## config.mk

```make
export PLATFORM = sky130hd
export DESIGN_NAME = cpw_compare_pwm_unit
export DESIGN_NICKNAME = d
export VERILOG_FILES = /design/src/verilog/cpw_pkg.sv /design/src/verilog/cpw_compare_pwm_unit.sv
export VERILOG_INCLUDE_DIRS = /design/src /design/src/verilog
export SDC_FILE = /design/constraint.sdc
export NUM_CORES = 1
export LEC_CHECK = 0
export ABC_AREA = 1
export BUFFER_PORTS_ARGS = -buffer_cell sky130_fd_sc_hd__buf_2
export CORE_MARGIN = 4
export CORE_UTILIZATION = 60
export DETAILED_ROUTE_END_ITERATION = 6
export GPL_ROUTABILITY_DRIVEN = 0
export PLACE_DENSITY = 0.81
export SYNTH_ARGS = -nofsm -noshare
export SYNTH_HDL_FRONTEND = slang
export SYNTH_SLANG_ARGS = --single-unit
```

## constraint.sdc

```tcl
create_clock -name sys_clk_i -period 3.42 [get_ports sys_clk_i]
set_input_delay 0.171 -clock sys_clk_i [delete_from_list [all_inputs] [get_ports sys_clk_i]]
set_output_delay 0.171 -clock sys_clk_i [all_outputs]
set_load 0.05 [all_outputs]
```

## src/verilog/cpw_defs.svh

```systemverilog
`ifndef CPW_DEFS_SVH
`define CPW_DEFS_SVH

// Register offsets on the plain register port (byte-wide registers).
`define CPW_OFF_UNIT1_VALUE_LOW      4'h0
`define CPW_OFF_UNIT1_VALUE_HIGH     4'h1
`define CPW_OFF_UNIT1_CONTROL        4'h2
`define CPW_OFF_UNIT2_VALUE_LOW      4'h3
`define CPW_OFF_UNIT2_VALUE_HIGH     4'h4
`define CPW_OFF_UNIT2_CONTROL        4'h5
`define CPW_OFF_TIMER3_CONTROL       4'h6
`define CPW_OFF_PWM_PERIOD           4'h7
`define CPW_OFF_PWM_TIMEBASE         4'h8
`define CPW_OFF_UNIT2_IRQ_FLAGS      4'h9
`define CPW_OFF_UNIT2_IRQ_ENABLES    4'ha
`define CPW_OFF_UNIT2_IRQ_PRIORITIES 4'hb
`define CPW_OFF_UNIT1_IRQ            4'hc
`define CPW_OFF_PWM_CONTROL          4'hd

// Stride between the register groups of unit 1 and unit 2.
`define CPW_UNIT_STRIDE              4'h3

// Field positions.
`define CPW_CTL_MODE_LSB             0
`define CPW_CTL_MODE_MSB             3
`define CPW_CTL_DUTY_LSB_LSB         4
`define CPW_CTL_DUTY_LSB_MSB         5
`define CPW_T3_TIMER_SELECT_LOW      3
`define CPW_T3_TIMER_SELECT_HIGH     6
`define CPW_IRQ_FLAG_BIT             0
`define CPW_IRQ_ENABLE_BIT           1
`define CPW_PWM_RUN_BIT              0

// Reset values.
`define CPW_RST_BYTE                 8'h00
`define CPW_RST_CONTROL              6'h00
`define CPW_RST_PERIOD               8'hff

// Last phase of the increment cycle of the PWM time base.
`define CPW_PHASE_LAST               2'h3

`endif

```

## src/verilog/cpw_pkg.sv

```systemverilog
package cpw_pkg;

  // Documented encodings of the four-bit mode select field.
  typedef enum logic [3:0] {
    CPW_MODE_OFF    = 4'h0,
    CPW_MODE_TOGGLE = 4'h2,
    CPW_MODE_SET    = 4'h8,
    CPW_MODE_CLEAR  = 4'h9,
    CPW_MODE_SWINT  = 4'ha,
    CPW_MODE_EVENT  = 4'hb,
    CPW_MODE_PWM    = 4'hc
  } cpw_mode_e;

  typedef logic [7:0] cpw_byte_t;

endpackage

```

## src/verilog/cpw_compare_pwm_unit.sv

```systemverilog
// How it works
// - Compare value matched against selected timer.
// - Match drives output high, low, toggle, none.
// - Every compare match sets the match flag.
// - Writing zero to control clears output latch.
// - Mode 1010 only flags; interrupt needs enable.
// - Mode 1011 match clears assigned timer pair.
// - Unit 2 event starts enabled conversion.
// - Unit 1 event never starts conversion.
// - PWM output has 10-bit duty resolution.
// - Period register sets the PWM period.
// - Time base clears after reaching period.
// - Period end sets output unless duty zero.
// - Period end copies buffered duty to active.
// - Duty is low byte over two control bits.
// - Output clears when duty equals extended time base.
// - Duty above period never clears output.
// - Active duty read-only; writes apply at period end.
//
// The implementer's own choices: the placing of the registers and the address-and-strobe port.
`timescale 1ns/1ns
`default_nettype none
`include "cpw_defs.svh"

module cpw_compare_pwm_unit #(
  parameter int unsigned TB_W  = 16,
  parameter int unsigned PWM_W = 8
) (
  input  wire logic             sys_clk_i,
  input  wire logic             rstn_i,
  input  wire logic [3:0]       addr_i,
  input  wire cpw_pkg::cpw_byte_t wdata_i,
  input  wire logic             wr_i,
  input  wire logic             rd_i,
  output var cpw_pkg::cpw_byte_t rdata_o,
  input  wire logic [TB_W-1:0]  timebase_a_i,
  input  wire logic [TB_W-1:0]  timebase_b_i,
  input  wire logic             adc_enabled_i,
  output logic                  timebase_a_clear_o,
  output logic                  timebase_b_clear_o,
  output logic                  adc_start_o,
  output logic                  unit1_out_o,
  output logic                  unit2_out_o,
  output logic                  unit1_irq_o,
  output logic                  unit2_irq_o
);
  import cpw_pkg::*;

  localparam int unsigned NUNITS = 2;

  logic [7:0]       value_low_reg   [NUNITS];
  logic [7:0]       value_high_reg  [NUNITS];
  logic [5:0]       control_reg     [NUNITS];
  logic [1:0]       duty_latch_reg  [NUNITS];
  logic [NUNITS-1:0] out_reg;
  logic [NUNITS-1:0] match_d_reg;
  logic [NUNITS-1:0] flag_reg;
  logic [NUNITS-1:0] irq_en_reg;
  logic [NUNITS-1:0] match_evt;
  logic [NUNITS-1:0] event_evt;
  logic [NUNITS-1:0] sel_b;
  logic [NUNITS-1:0] is_cmp;
  logic [NUNITS-1:0] is_pwm;
  logic [NUNITS-1:0] wr_low;
  logic [NUNITS-1:0] wr_high;
  logic [NUNITS-1:0] wr_ctl;
  logic [NUNITS-1:0] wr_flag;
  logic [NUNITS-1:0] duty_hit;

  logic [7:0]       timer3_ctl_reg;
  logic [7:0]       period_reg;
  logic [PWM_W-1:0] pwm_tb_reg;
  logic [1:0]       phase_reg;
  logic             pwm_run_reg;
  logic             irq_prio_reg;
  logic             a_clear_reg;
  logic             b_clear_reg;
  logic             adc_start_reg;
  cpw_byte_t        rdata_reg;
  logic             incr;
  logic             period_end;
  logic [PWM_W+1:0] pwm_cnt_next;

  // PWM time base: while the run bit is set, a two-bit phase counter steps on every clock and the
  // eight-bit count steps once per four clocks, giving the two extra
  // low bits that widen the duty comparison to ten bits.
  assign incr       = pwm_run_reg && (phase_reg == `CPW_PHASE_LAST);
  assign period_end = incr && (pwm_tb_reg == period_reg[PWM_W-1:0]);
  // The duty compare looks one count ahead, so the registered output falls
  // just as the count reaches the duty value and stays high for duty clocks.
  assign pwm_cnt_next = {pwm_tb_reg, phase_reg} + 1'b1;

  always_ff @(posedge sys_clk_i or negedge rstn_i) begin
    if (!rstn_i) begin
      phase_reg <= 2'h0;
    end else if (!pwm_run_reg) begin
      phase_reg <= 2'h0;
    end else begin
      phase_reg <= phase_reg + 2'h1;
    end
  end

  always_ff @(posedge sys_clk_i or negedge rstn_i) begin
    if (!rstn_i) begin
      pwm_tb_reg <= '0;
    end else if (period_end) begin
      pwm_tb_reg <= '0;
    end else if (incr) begin
      pwm_tb_reg <= pwm_tb_reg + 1'b1;
    end
  end

  // Shared registers.
  always_ff @(posedge sys_clk_i or negedge rstn_i) begin
    if (!rstn_i) begin
      timer3_ctl_reg <= `CPW_RST_BYTE;
      period_reg     <= `CPW_RST_PERIOD;
      pwm_run_reg    <= 1'b0;
      irq_prio_reg   <= 1'b0;
    end else if (wr_i) begin
      case (addr_i)
        `CPW_OFF_TIMER3_CONTROL: begin
          timer3_ctl_reg <= wdata_i;
        end
        `CPW_OFF_PWM_PERIOD: begin
          period_reg <= wdata_i;
        end
        `CPW_OFF_PWM_CONTROL: begin
          pwm_run_reg <= wdata_i[`CPW_PWM_RUN_BIT];
        end
        `CPW_OFF_UNIT2_IRQ_PRIORITIES: begin
          irq_prio_reg <= wdata_i[0];
        end
        default: begin
        end
      endcase
    end
  end

  // Unit 1 follows the high select bit alone; unit 2 moves to the second
  // timer when either select bit is set.
  assign sel_b[0] = timer3_ctl_reg[`CPW_T3_TIMER_SELECT_HIGH];
  assign sel_b[1] = timer3_ctl_reg[`CPW_T3_TIMER_SELECT_HIGH] | timer3_ctl_reg[`CPW_T3_TIMER_SELECT_LOW];

  // Flag write strobes: unit 2 flag sits in its own flags register,
  // unit 1 flag and enable share one register.
  assign wr_flag[0] = wr_i && (addr_i == `CPW_OFF_UNIT1_IRQ);
  assign wr_flag[1] = wr_i && (addr_i == `CPW_OFF_UNIT2_IRQ_FLAGS);

  genvar gi;
  generate
    for (gi = 0; gi < NUNITS; gi++) begin : g_unit
      localparam logic [3:0] BASE = 4'(gi) * `CPW_UNIT_STRIDE;
      logic [3:0]      mode;
      logic [TB_W-1:0] tb_sel;
      logic            match_now;

      assign mode       = control_reg[gi][`CPW_CTL_MODE_MSB:`CPW_CTL_MODE_LSB];
      assign is_pwm[gi] = (mode[3:2] == CPW_MODE_PWM[3:2]);
      assign is_cmp[gi] = (mode == CPW_MODE_TOGGLE) || (mode[3:2] == CPW_MODE_SET[3:2]);
      assign wr_low[gi]  = wr_i && (addr_i == (BASE + `CPW_OFF_UNIT1_VALUE_LOW));
      assign wr_high[gi] = wr_i && (addr_i == (BASE + `CPW_OFF_UNIT1_VALUE_HIGH));
      assign wr_ctl[gi]  = wr_i && (addr_i == (BASE + `CPW_OFF_UNIT1_CONTROL));

      assign tb_sel    = sel_b[gi] ? timebase_b_i : timebase_a_i;
      assign match_now = is_cmp[gi] && ({value_high_reg[gi], value_low_reg[gi]} == tb_sel);
      // A timer may rest on the matching count for many clocks, so only
      // the first clock of a match counts as one event.
      assign match_evt[gi] = match_now && !match_d_reg[gi];
      assign event_evt[gi] = match_evt[gi] && (mode == CPW_MODE_EVENT);
      assign duty_hit[gi]  = ({value_high_reg[gi], duty_latch_reg[gi]} == pwm_cnt_next);

      always_ff @(posedge sys_clk_i or negedge rstn_i) begin
        if (!rstn_i) begin
          match_d_reg[gi] <= 1'b0;
        end else begin
          match_d_reg[gi] <= match_now;
        end
      end

      always_ff @(posedge sys_clk_i or negedge rstn_i) begin
        if (!rstn_i) begin
          value_low_reg[gi] <= `CPW_RST_BYTE;
        end else if (wr_low[gi]) begin
          value_low_reg[gi] <= wdata_i;
        end
      end

      always_ff @(posedge sys_clk_i or negedge rstn_i) begin
        if (!rstn_i) begin
          value_high_reg[gi] <= `CPW_RST_BYTE;
        end else if (is_pwm[gi]) begin
          if (period_end) begin
            value_high_reg[gi] <= value_low_reg[gi];
          end
        end else if (wr_high[gi]) begin
          value_high_reg[gi] <= wdata_i;
        end
      end

      always_ff @(posedge sys_clk_i or negedge rstn_i) begin
        if (!rstn_i) begin
          control_reg[gi] <= `CPW_RST_CONTROL;
        end else if (wr_ctl[gi]) begin
          control_reg[gi] <= wdata_i[`CPW_CTL_DUTY_LSB_MSB:0];
        end
      end

      // Second half of the double buffer for the two low duty bits.
      always_ff @(posedge sys_clk_i or negedge rstn_i) begin
        if (!rstn_i) begin
          duty_latch_reg[gi] <= 2'h0;
        end else if (is_pwm[gi] && period_end) begin
          duty_latch_reg[gi] <= control_reg[gi][`CPW_CTL_DUTY_LSB_MSB:`CPW_CTL_DUTY_LSB_LSB];
        end
      end

      // Output latch. A control write takes priority over a match in the
      // same clock so that software always sees its own write take hold.
      always_ff @(posedge sys_clk_i or negedge rstn_i) begin
        if (!rstn_i) begin
          out_reg[gi] <= 1'b0;
        end else if (wr_ctl[gi]) begin
          if (wdata_i == 8'h00) begin
            out_reg[gi] <= 1'b0;
          end else if (wdata_i[3:0] == CPW_MODE_SET) begin
            out_reg[gi] <= 1'b0;
          end else if (wdata_i[3:0] == CPW_MODE_CLEAR) begin
            out_reg[gi] <= 1'b1;
          end
        end else if (mode == CPW_MODE_OFF) begin
          out_reg[gi] <= 1'b0;
        end else if (is_pwm[gi]) begin
          if (period_end) begin
            out_reg[gi] <= ({value_low_reg[gi],
                             control_reg[gi][`CPW_CTL_DUTY_LSB_MSB:`CPW_CTL_DUTY_LSB_LSB]} != 10'h000);
          end else if (duty_hit[gi]) begin
            out_reg[gi] <= 1'b0;
          end
        end else if (match_evt[gi]) begin
          case (mode)
            CPW_MODE_SET: begin
              out_reg[gi] <= 1'b1;
            end
            CPW_MODE_CLEAR: begin
              out_reg[gi] <= 1'b0;
            end
            CPW_MODE_TOGGLE: begin
              out_reg[gi] <= !out_reg[gi];
            end
            default: begin
              out_reg[gi] <= out_reg[gi];
            end
          endcase
        end
      end

      // The hardware set wins over a software clear in the same clock.
      always_ff @(posedge sys_clk_i or negedge rstn_i) begin
        if (!rstn_i) begin
          flag_reg[gi] <= 1'b0;
        end else if (match_evt[gi]) begin
          flag_reg[gi] <= 1'b1;
        end else if (wr_flag[gi]) begin
          flag_reg[gi] <= wdata_i[`CPW_IRQ_FLAG_BIT];
        end
      end
    end
  endgenerate

  // Interrupt enables.
  always_ff @(posedge sys_clk_i or negedge rstn_i) begin
    if (!rstn_i) begin
      irq_en_reg <= '0;
    end else if (wr_flag[0]) begin
      irq_en_reg[0] <= wdata_i[`CPW_IRQ_ENABLE_BIT];
    end else if (wr_i && (addr_i == `CPW_OFF_UNIT2_IRQ_ENABLES)) begin
      irq_en_reg[1] <= wdata_i[0];
    end
  end

  assign unit1_irq_o = flag_reg[0] && irq_en_reg[0];
  assign unit2_irq_o = flag_reg[1] && irq_en_reg[1];
  assign unit1_out_o = out_reg[0];
  assign unit2_out_o = out_reg[1];

  // Special event trigger: clear whichever timer pair each unit uses.
  always_ff @(posedge sys_clk_i or negedge rstn_i) begin
    if (!rstn_i) begin
      a_clear_reg <= 1'b0;
      b_clear_reg <= 1'b0;
    end else begin
      a_clear_reg <= (event_evt[0] && !sel_b[0]) || (event_evt[1] && !sel_b[1]);
      b_clear_reg <= (event_evt[0] && sel_b[0]) || (event_evt[1] && sel_b[1]);
    end
  end

  // Only unit 2 may start a conversion, and only into a running converter.
  always_ff @(posedge sys_clk_i or negedge rstn_i) begin
    if (!rstn_i) begin
      adc_start_reg <= 1'b0;
    end else begin
      adc_start_reg <= event_evt[1] && adc_enabled_i;
    end
  end

  assign timebase_a_clear_o = a_clear_reg;
  assign timebase_b_clear_o = b_clear_reg;
  assign adc_start_o        = adc_start_reg;

  // Read data stand for exactly one clock after the read strobe.
  always_ff @(posedge sys_clk_i or negedge rstn_i) begin
    if (!rstn_i) begin
      rdata_reg <= `CPW_RST_BYTE;
    end else if (!rd_i) begin
      rdata_reg <= `CPW_RST_BYTE;
    end else begin
      case (addr_i)
        `CPW_OFF_UNIT1_VALUE_LOW:      rdata_reg <= value_low_reg[0];
        `CPW_OFF_UNIT1_VALUE_HIGH:     rdata_reg <= value_high_reg[0];
        `CPW_OFF_UNIT1_CONTROL:        rdata_reg <= {2'h0, control_reg[0]};
        `CPW_OFF_UNIT2_VALUE_LOW:      rdata_reg <= value_low_reg[1];
        `CPW_OFF_UNIT2_VALUE_HIGH:     rdata_reg <= value_high_reg[1];
        `CPW_OFF_UNIT2_CONTROL:        rdata_reg <= {2'h0, control_reg[1]};
        `CPW_OFF_TIMER3_CONTROL:       rdata_reg <= timer3_ctl_reg;
        `CPW_OFF_PWM_PERIOD:           rdata_reg <= period_reg;
        `CPW_OFF_PWM_TIMEBASE:         rdata_reg <= 8'(pwm_tb_reg);
        `CPW_OFF_UNIT2_IRQ_FLAGS:      rdata_reg <= {7'h00, flag_reg[1]};
        `CPW_OFF_UNIT2_IRQ_ENABLES:    rdata_reg <= {7'h00, irq_en_reg[1]};
        `CPW_OFF_UNIT2_IRQ_PRIORITIES: rdata_reg <= {7'h00, irq_prio_reg};
        `CPW_OFF_UNIT1_IRQ:            rdata_reg <= {6'h00, irq_en_reg[0], flag_reg[0]};
        `CPW_OFF_PWM_CONTROL:          rdata_reg <= {7'h00, pwm_run_reg};
        default:                       rdata_reg <= `CPW_RST_BYTE;
      endcase
    end
  end

  assign rdata_o = rdata_reg;

endmodule

`default_nettype wire

```

==> results.txt, run 1 <==
----------------------------------------------------
[Setup path]
  Worst path arrival time ... 3.04 ns
  Cell chain of the critical path ... nor2_8 -> o21ai_0 -> or2_2 -> nand4_1 -> nor2_1 -> nand4_1 -> nand2_1 -> nand2_1 -> nand2_1 -> nand2_1
  Reg-to-reg endpoint ... unit2_out_o
  R2r startpoint ... timer3_ctl_reg[6]
  Reg-to-reg slack, setup ... 0.66 ns
  Cell depth of the worst flop-to-flop path ... 10
  CP Launch Point ... timer3_ctl_reg[6]
  Worst Setup End Kind ... flip-flop
  Most numerous cell on the critical path ... sky130_fd_sc_hd__nand2_1
  End point of the critical path ... unit2_out_o
  Largest stage delay on the critical path ... 1.07 ns
  Category of the worst setup path launch point ... flip-flop
  Cell type of the slowest stage on the worst timing path ... sky130_fd_sc_hd__dfrtp_1
  Critical Setup Path Class ... reg2reg
  Worst-path maximum fanout ... 31
  WP data required ... 3.70 ns

[Clocking]
  CTS tree ... built
  Deepest clock path buffer count ... 2
  PostCTS Resize Cnt ... 0
  Clk sink count ... 95
  Number of levels in the clock H-tree ... 3
  Num CTS Buffers ... 9
  Clock transition at the registers of the reported paths ... 0.11 ns
  Clock insertion delay at the later pin of the skew report ... 0.39 ns
  Clk Tree Root Cell ... sky130_fd_sc_hd__clkbuf_8

[STA]
  Min Tclk post-route ... 2.76 ns
  Max-slew headroom at the worst pin ... 0.275
  Number of hold violations in the final report ... 0
  Worst slack on hold paths ... 0.106 ns
  Final worst-path cycle share ... 0.806
  Final setup skew ... 0.0157 ns
  Slew @ Worst Pin ... 1.09 ns
  Final setup TNS ... 0 ns
  Setup-violating endpoint count in the final report ... 0
  Maximum frequency from static timing analysis ... 363 MHz
  Max Transition Viols Final ... 0
  Unrepaired setup endpoints after global routing ... no
  Smallest setup slack after layout ... 0.663 ns

[Drt]
  Iteration-0 DRC count of the detailed router ... 1004
  WL/cell ... 18.9 microns
  Post-route antenna net violation count ... 0
  DRC viols ... 0
  Via density ... 6.05
  Detailed-routing iteration count for the pre-antenna-repair pass ... 6
  Routed wire length ... 21600 microns
  Overall via count from detail_route ... 6939

[Floorplan]
  Floorplan die width ... 112 microns
  Die Outline Area ... 12500 sq um
  Boundary Pins ... 64
  Core region area ... 10400 sq um
  Initial cell density of the core ... 0.619
  Height of the chip ... 112 microns
  Row count ... 37

[Global routing]
  Global routing usage summed across all routing layers ... 0.350
  Pin count of the biggest net entering global routing ... 69
  Wire length of the first global-routing pass ... 34100 microns
  Number of antenna violations at the first check in global routing ... 0
  Via count of the first global-routing pass ... 6342
  Sum of overflow across all layers after global routing ... 0

[Synthesis]
  Async set-reset flop share out of synthesis ... 1.00
  Mux share of post-synthesis cell area ... 0.00155
  Number of flops mapped to enable cells by yosys ... 0
  Xor/xnor share of the synthesized area ... 0.0297
  Synthesized area per cell ... 6.79 sq um
  Dominant combinational cell family by area after synthesis ... simple AND/OR/NAND/NOR gates
  Cell Area, Synth ... 6450 sq um
  Area share of and/or/nand/nor cells after synthesis ... 0.333
  Share of the yosys chip area belonging to registers ... 0.370
  Adder-cell share of the synthesized area ... 0.00388
  Count of cell types in the netlist ... 51
  Synthesized instance count ... 950
  Net count of the mapped netlist ... 1001
  Synth Register Bits ... 95
  Post-synthesis compound-gate area fraction ... 0.163
  Most frequently used flop master after synthesis ... sky130_fd_sc_hd__dfrtp_1
  Syn. warnings ... 0

[Power and ir drop]
  Switching fraction of total power ... 0.463
  Leak Pwr ... 3.50 nW
  Final Power ... 0.00388 W
  Internal Pwr Total ... 0.00209 W
  P_sw ... 0.00180 W
  Power density over cell area ... 555 nW/um^2
  Reg power frac ... 0.425
  Worst IR Drop VDD ... 0.000351 V
  Comb pwr share ... 0.390
  Fraction of power consumed by the clock network ... 0.185

[Run]
  Number of max-capacitance violations reported ... 0

[Placed design]
  Instance area after placement ... 6800 sq um
  Quantity of I/O buffers inserted on ports ... 63
  Dpl hpwl ... 16900 microns
  Worst slack, placed ... 0.822 ns

[Cells and area]
  Area delta synth->final ... 8.59%
  Post-route cell area ... 7010 sq um
  Diodes inserted ... 0
  Fraction of layout instances using a drive strength above 1 ... 0.109
  NumNets Final ... 1056

[Run status]
  Status ... complete, no violations

[Min path]
  Worst hold path depth ... 3
  Class of the worst hold path ... in2reg

----------------------------------------------------
metrics by stage:
step | util | cells
after floorplan | - | 950
after global placement | 0.652 | 1127
after detailed placement | 0.652 | 1127
after CTS | 0.673 | 1146
after global routing | 0.673 | 1146
final | 0.673 | 1146
power groups by stage:
stage	logic (W)	clock network, W	registers [W]
finish	0.00152	0.000719	0.00165
global route	0.00168	0.000763	0.00167
CTS	0.00147	0.000721	0.00163
detailed placement	0.00146	0	0.00165
global placement	0.00144	0	0.00165
floorplan	0.00103	0	0.00160
how the worst min path moves through the flow:
stage,from,to,slack [ns]
6_report,wdata_i[5],control_reg[5],0.11
5_1_grt,wdata_i[5],control_reg[5],0.1
3_3_place_gp,rstn_i,pwm_tb_reg[3],0.34
2_1_floorplan,rstn_i,adc_start_o,-0.12
4_1_cts,wdata_i[5],control_reg[5],0.09
3_5_place_dp,rstn_i,pwm_tb_reg[3],0.34
synthesized netlist by cell type (2+ instances only):
cell                       instances  area (sq um)
sky130_fd_sc_hd__a31oi_1           2          12.5
sky130_fd_sc_hd__nor2_2            3          18.8
sky130_fd_sc_hd__o21ai_0          93           465
sky130_fd_sc_hd__nor4_1            7          43.8
sky130_fd_sc_hd__a21oi_1          12          60.1
sky130_fd_sc_hd__o22ai_1          16           100
sky130_fd_sc_hd__nand3_1          61           305
sky130_fd_sc_hd__and3_1            2          12.5
sky130_fd_sc_hd__nand4_1          21           131
sky130_fd_sc_hd__dfrtp_1          87          2180
sky130_fd_sc_hd__nand2_4           3          33.8
sky130_fd_sc_hd__a211oi_1          2          15.0
sky130_fd_sc_hd__a41oi_1           2          17.5
sky130_fd_sc_hd__xor2_1           18           158
sky130_fd_sc_hd__o31ai_4           2          42.5
sky130_fd_sc_hd__nand2_1         314          1180
sky130_fd_sc_hd__buf_2             2          10.0
sky130_fd_sc_hd__dfstp_2           8           210
sky130_fd_sc_hd__nor2_1           79           297
sky130_fd_sc_hd__clkbuf_1         11          41.3
sky130_fd_sc_hd__xnor2_1           2          17.5
sky130_fd_sc_hd__o211ai_1         26           195
sky130_fd_sc_hd__inv_1           123           462
sky130_fd_sc_hd__ha_1              2          25.0
sky130_fd_sc_hd__inv_2             2          7.51
sky130_fd_sc_hd__nor3_1           11          55.1
sky130_fd_sc_hd__buf_6             7          78.8
sky130_fd_sc_hd__a221oi_1          6          52.6
sky130_fd_sc_hd__buf_4             3          22.5
sky130_fd_sc_hd__or2_2             2          12.5
what timing repair did:
action,4_1_cts,5_1_grt
setup buffers,0,0
endpoints found under the hold margin,64,0
hold buffers,3,0
metal layers:
layer / track usage / routed length, microns / part of all wire
met3: 0.102 / 3010 / 0.14
met2: 0.500 / 9150 / 0.42
met5: 0 / 0 / 0
met1: 0.485 / 8340 / 0.39
met4: 0.178 / 1130 / 0.052
area by class of cell:
type	count	area [sq um]
Clock buffer	9	124
Clock inverter	7	55.1
Fill cell	984	3410
Inverter	126	478
Multi-Input combinational cell	705	3430
Sequential cell	95	2390
Tap cell	136	170
Timing Repair Buffer	68	363
worst max-delay path, delay by kind of cell (launching register included):
kind / cells / cell delay, ns
AND/OR/NAND/NOR: 9 / 1.18
flip-flops: 1 / 1.07
AO/OA/AOI/OAI: 1 / 0.39
placed cells by master (no fill, tap or decap), types with 3 or more instances in the layout:
| cell | instances |
|---|---|
| sky130_fd_sc_hd__a21oi_1 | 12 |
| sky130_fd_sc_hd__a221oi_1 | 6 |
| sky130_fd_sc_hd__buf_2 | 62 |
| sky130_fd_sc_hd__buf_4 | 3 |
| sky130_fd_sc_hd__clkbuf_8 | 9 |
| sky130_fd_sc_hd__dfrtp_1 | 87 |
| sky130_fd_sc_hd__dfstp_2 | 8 |
| sky130_fd_sc_hd__dlygate4sd3_1 | 3 |
| sky130_fd_sc_hd__inv_1 | 123 |
| sky130_fd_sc_hd__inv_6 | 3 |
| sky130_fd_sc_hd__nand2_1 | 314 |
| sky130_fd_sc_hd__nand2_4 | 3 |
| sky130_fd_sc_hd__nand3_1 | 61 |
| sky130_fd_sc_hd__nand4_1 | 21 |
| sky130_fd_sc_hd__nor2_1 | 79 |
| sky130_fd_sc_hd__nor2_2 | 3 |
| sky130_fd_sc_hd__nor3_1 | 11 |
| sky130_fd_sc_hd__nor4_1 | 7 |
| sky130_fd_sc_hd__o211ai_1 | 26 |
| sky130_fd_sc_hd__o21ai_0 | 93 |
| sky130_fd_sc_hd__o22ai_1 | 16 |
| sky130_fd_sc_hd__xor2_1 | 18 |
kinds of logic after synthesis:
group | count (synthesis)
XOR/XNOR | 21
multiplexers | 1
buffers and inverters | 150
flip-flops | 95
AO/OA/AOI/OAI | 172
adder cells (fa/ha/maj) | 2
AND/OR/NAND/NOR | 509
(Power assumes the default switching activity.)
==> inputs of run 2 (changes only) <==
Settings changed: CORE_UTILIZATION 60 to 54, PLACE_DENSITY 0.81 to 0.77.
Clock period 3.42 ns to 2.3 ns, I/O delays scaled along.
==> results.txt, run 2 (synthesized netlist as in run 1, its figures left out) <==
----------------------------------------------------
[Power and ir drop]
  Worst IR Drop VDD ... 0.000591 V (was 0.000351 V)
  Internal Pwr Total ... 0.00359 W (was 0.00209 W)
  Switching fraction of total power ... 0.432 (was 0.463)
  Comb pwr share ... 0.367 (was 0.390)
  Fraction of power consumed by the clock network ... 0.245 (was 0.185)
  Power density over cell area ... 869 nW/um^2 (was 555 nW/um^2)
  P_sw ... 0.00273 W (was 0.00180 W)
  Reg power frac ... 0.388 (was 0.425)
  Leak Pwr ... 3.62 nW (was 3.50 nW)

[Drt]
  Via density ... 5.98 (was 6.05)
  DRC viols ... 0 (unchanged)
  Overall via count from detail_route ... 6976 (was 6939)
  Routed wire length ... 22200 microns (was 21600 microns)
  Detailed-routing iteration count for the pre-antenna-repair pass ... 7 (was 6)
  WL/cell ... 19.1 microns (was 18.9 microns)
  Iteration-0 DRC count of the detailed router ... 1070 (was 1004)
  Post-route antenna net violation count ... 0 (unchanged)

[Cells and area]
  Diodes inserted ... 0 (unchanged)
  Filler cell count ... 1099 (was 984)
  Number of cells in the finished layout apart from fillers ... 1166 (was 1146)
  Fraction of layout instances using a drive strength above 1 ... 0.127 (was 0.109)
  Most used cells in the layout excluding fill and tap cells ... 314 x sky130_fd_sc_hd__nand2_1, 123 x sky130_fd_sc_hd__inv_1, 93 x sky130_fd_sc_hd__o21ai_0, 84 x sky130_fd_sc_hd__dfrtp_1, 78 x sky130_fd_sc_hd__nor2_1 (was 314 x sky130_fd_sc_hd__nand2_1, 123 x sky130_fd_sc_hd__inv_1, 93 x sky130_fd_sc_hd__o21ai_0, 87 x sky130_fd_sc_hd__dfrtp_1, 79 x sky130_fd_sc_hd__nor2_1)
  Leading cell type in the layout, fill and taps excluded ... sky130_fd_sc_hd__nand2_1 (unchanged)
  Area delta synth->final ... 12.7% (was 8.59%)
  NumNets Final ... 1069 (was 1056)
  Fraction of the core area covered by cells at the end of the flow ... 0.629 (was 0.673)

[STA]
  Final worst-path cycle share ... 0.933 (was 0.806)
  Setup-violating endpoint count in the final report ... 0 (unchanged)
  Final setup TNS ... 0 ns (unchanged)
  Min Tclk post-route ... 2.15 ns (was 2.76 ns)
  Unrepaired setup endpoints after global routing ... no (unchanged)
  Maximum frequency from static timing analysis ... 466 MHz (was 363 MHz)
  Max-slew headroom at the worst pin ... 0.482 (was 0.275)
  Final setup skew ... 0.00977 ns (was 0.0157 ns)
  Number of hold violations in the final report ... 0 (unchanged)
  Slew @ Worst Pin ... 0.776 ns (was 1.09 ns)
  Max Transition Viols Final ... 0 (unchanged)

[Global routing]
  Pin count of the biggest net entering global routing ... 66 (was 69)
  Sum of overflow across all layers after global routing ... 0 (unchanged)
  Via count of the first global-routing pass ... 6456 (was 6342)
  Wire length of the first global-routing pass ... 35600 microns (was 34100 microns)
  Number of antenna violations at the first check in global routing ... 0 (unchanged)
  Global routing usage summed across all routing layers ... 0.325 (was 0.350)

[Placed design]
  Number of instances in the placed design ... 1146 (was 1127)
  Dpl hpwl ... 17200 microns (was 16900 microns)
  Quantity of I/O buffers inserted on ports ... 63 (unchanged)

[Setup path]
  Worst Setup End Kind ... flip-flop (unchanged)
  WP data required ... 2.55 ns (was 3.70 ns)
  Worst path arrival time ... 2.39 ns (was 3.04 ns)
  Critical Setup Path Class ... reg2reg (unchanged)
  Category of the worst setup path launch point ... flip-flop (unchanged)
  Worst-path maximum fanout ... 16 (was 31)

[Floorplan]
  Row count ... 39 (was 37)
  Die Outline Area ... 13800 sq um (was 12500 sq um)
  Core region area ... 11600 sq um (was 10400 sq um)
  Initial cell density of the core ... 0.558 (was 0.619)
  Floorplan die width ... 117 microns (was 112 microns)
  Boundary Pins ... 64 (unchanged)
  Height of the chip ... 117 microns (was 112 microns)

[Clocking]
  Deepest clock path buffer count ... 2 (unchanged)
  Number of levels in the clock H-tree ... 3 (unchanged)
  Clock insertion delay at the later pin of the skew report ... 0.35 ns (was 0.39 ns)
  Num CTS Buffers ... 9 (unchanged)
  Clock transition at the registers of the reported paths ... 0.07 ns (was 0.11 ns)
  CTS tree ... built (unchanged)
  Clk Tree Root Cell ... sky130_fd_sc_hd__clkbuf_16 (was sky130_fd_sc_hd__clkbuf_8)
  Clk sink count ... 95 (unchanged)

[Run status]
  Status ... complete, no violations (unchanged)

[Run]
  Number of max-capacitance violations reported ... 0 (unchanged)

[Min path]
  Class of the worst hold path ... in2reg (unchanged)

----------------------------------------------------
[run 2: changes by cell type in the layout (fill, tap and decap cells not counted), sizes merged]
cell | previous run | this run
nor2 | 84 | 85
clkinv | 3 | 2
inv | 129 | 130
clkinvlp | 1 | 0
bufinv | 0 | 1
buf | 65 | 77
[run 2: final timing paths]
check	from	end	slack, ns	cells after the start
setup / recovery	timer3_ctl_reg[3]	unit2_out_o	0.15	10
hold / removal	wdata_i[5]	control_reg[5]	0.08	3
setup reg to reg	timer3_ctl_reg[3]	unit2_out_o	0.15	10
hold reg to reg	timer3_ctl_reg[7]	timer3_ctl_reg[7]	0.49	2
max in group asynchronous	rstn_i	timer3_ctl_reg[6]	1.34	3
min in group asynchronous	rstn_i	pwm_run_reg	0.24	2
[run 2: routing by layer]
metal / part of all wire / GRT usage
met3: 0.13 / 0.0833
met2: 0.42 / 0.474
met4: 0.052 / 0.157
met5: 0 / 0
met1: 0.40 / 0.452
[run 2: power groups by stage]
stage	logic [W]	registers, W	clock network [W]
floorplan	0.00153	0.00237	0
global placement	0.00220	0.00242	0
detailed placement	0.00223	0.00243	0
CTS	0.00224	0.00241	0.00156
global route	0.00258	0.00247	0.00163
finish	0.00232	0.00245	0.00155
[run 2: final cells by class]
class                      count  area [sq um]  share of cell area
clock buffer                   9           225              0.0310
clock inverter                 7          75.1              0.0103
inverter                     126           478              0.0657
multi-input combinational    706          3460               0.475
sequential                    95          2390               0.329
tap                          143           179              0.0246
timing repair buffer          80           465              0.0640
[run 2: what timing repair did]
action | CTS | global route
endpoints found under the setup margin | 0 | 2
hold endpoints to repair | 24 | 0
gates resized for setup | 0 | 8
hold buffers | 3 | 0
buffers inserted | 0 | 0
[run 2: per-stage QoR]
stage	worst slack [ns]	hold WS [ns]	instance area, sq um	power, W
2_1_floorplan	0.420	-0.181	6450	0.00390
3_3_place_gp	0.212	0.0810	6910	0.00462
3_5_place_dp	0.154	0.0804	6910	0.00466
4_1_cts	0.147	0.0636	7240	0.00621
5_1_grt	0.00709	0.0838	7270	0.00668
6_report	0.154	0.0757	7270	0.00632
[run 2: worst max-delay path: stages, from the launching register on]
cell                      delay, ns
sky130_fd_sc_hd__dfrtp_1       0.63
sky130_fd_sc_hd__nor2_8        0.14
sky130_fd_sc_hd__o21ai_0       0.36
sky130_fd_sc_hd__or2_2         0.20
sky130_fd_sc_hd__nand4_1       0.09
sky130_fd_sc_hd__nor2_1        0.11
sky130_fd_sc_hd__nand4_1       0.20
sky130_fd_sc_hd__nand2_1       0.13
sky130_fd_sc_hd__nand2_1       0.06
sky130_fd_sc_hd__nand2_1       0.06
sky130_fd_sc_hd__nand2_1       0.06
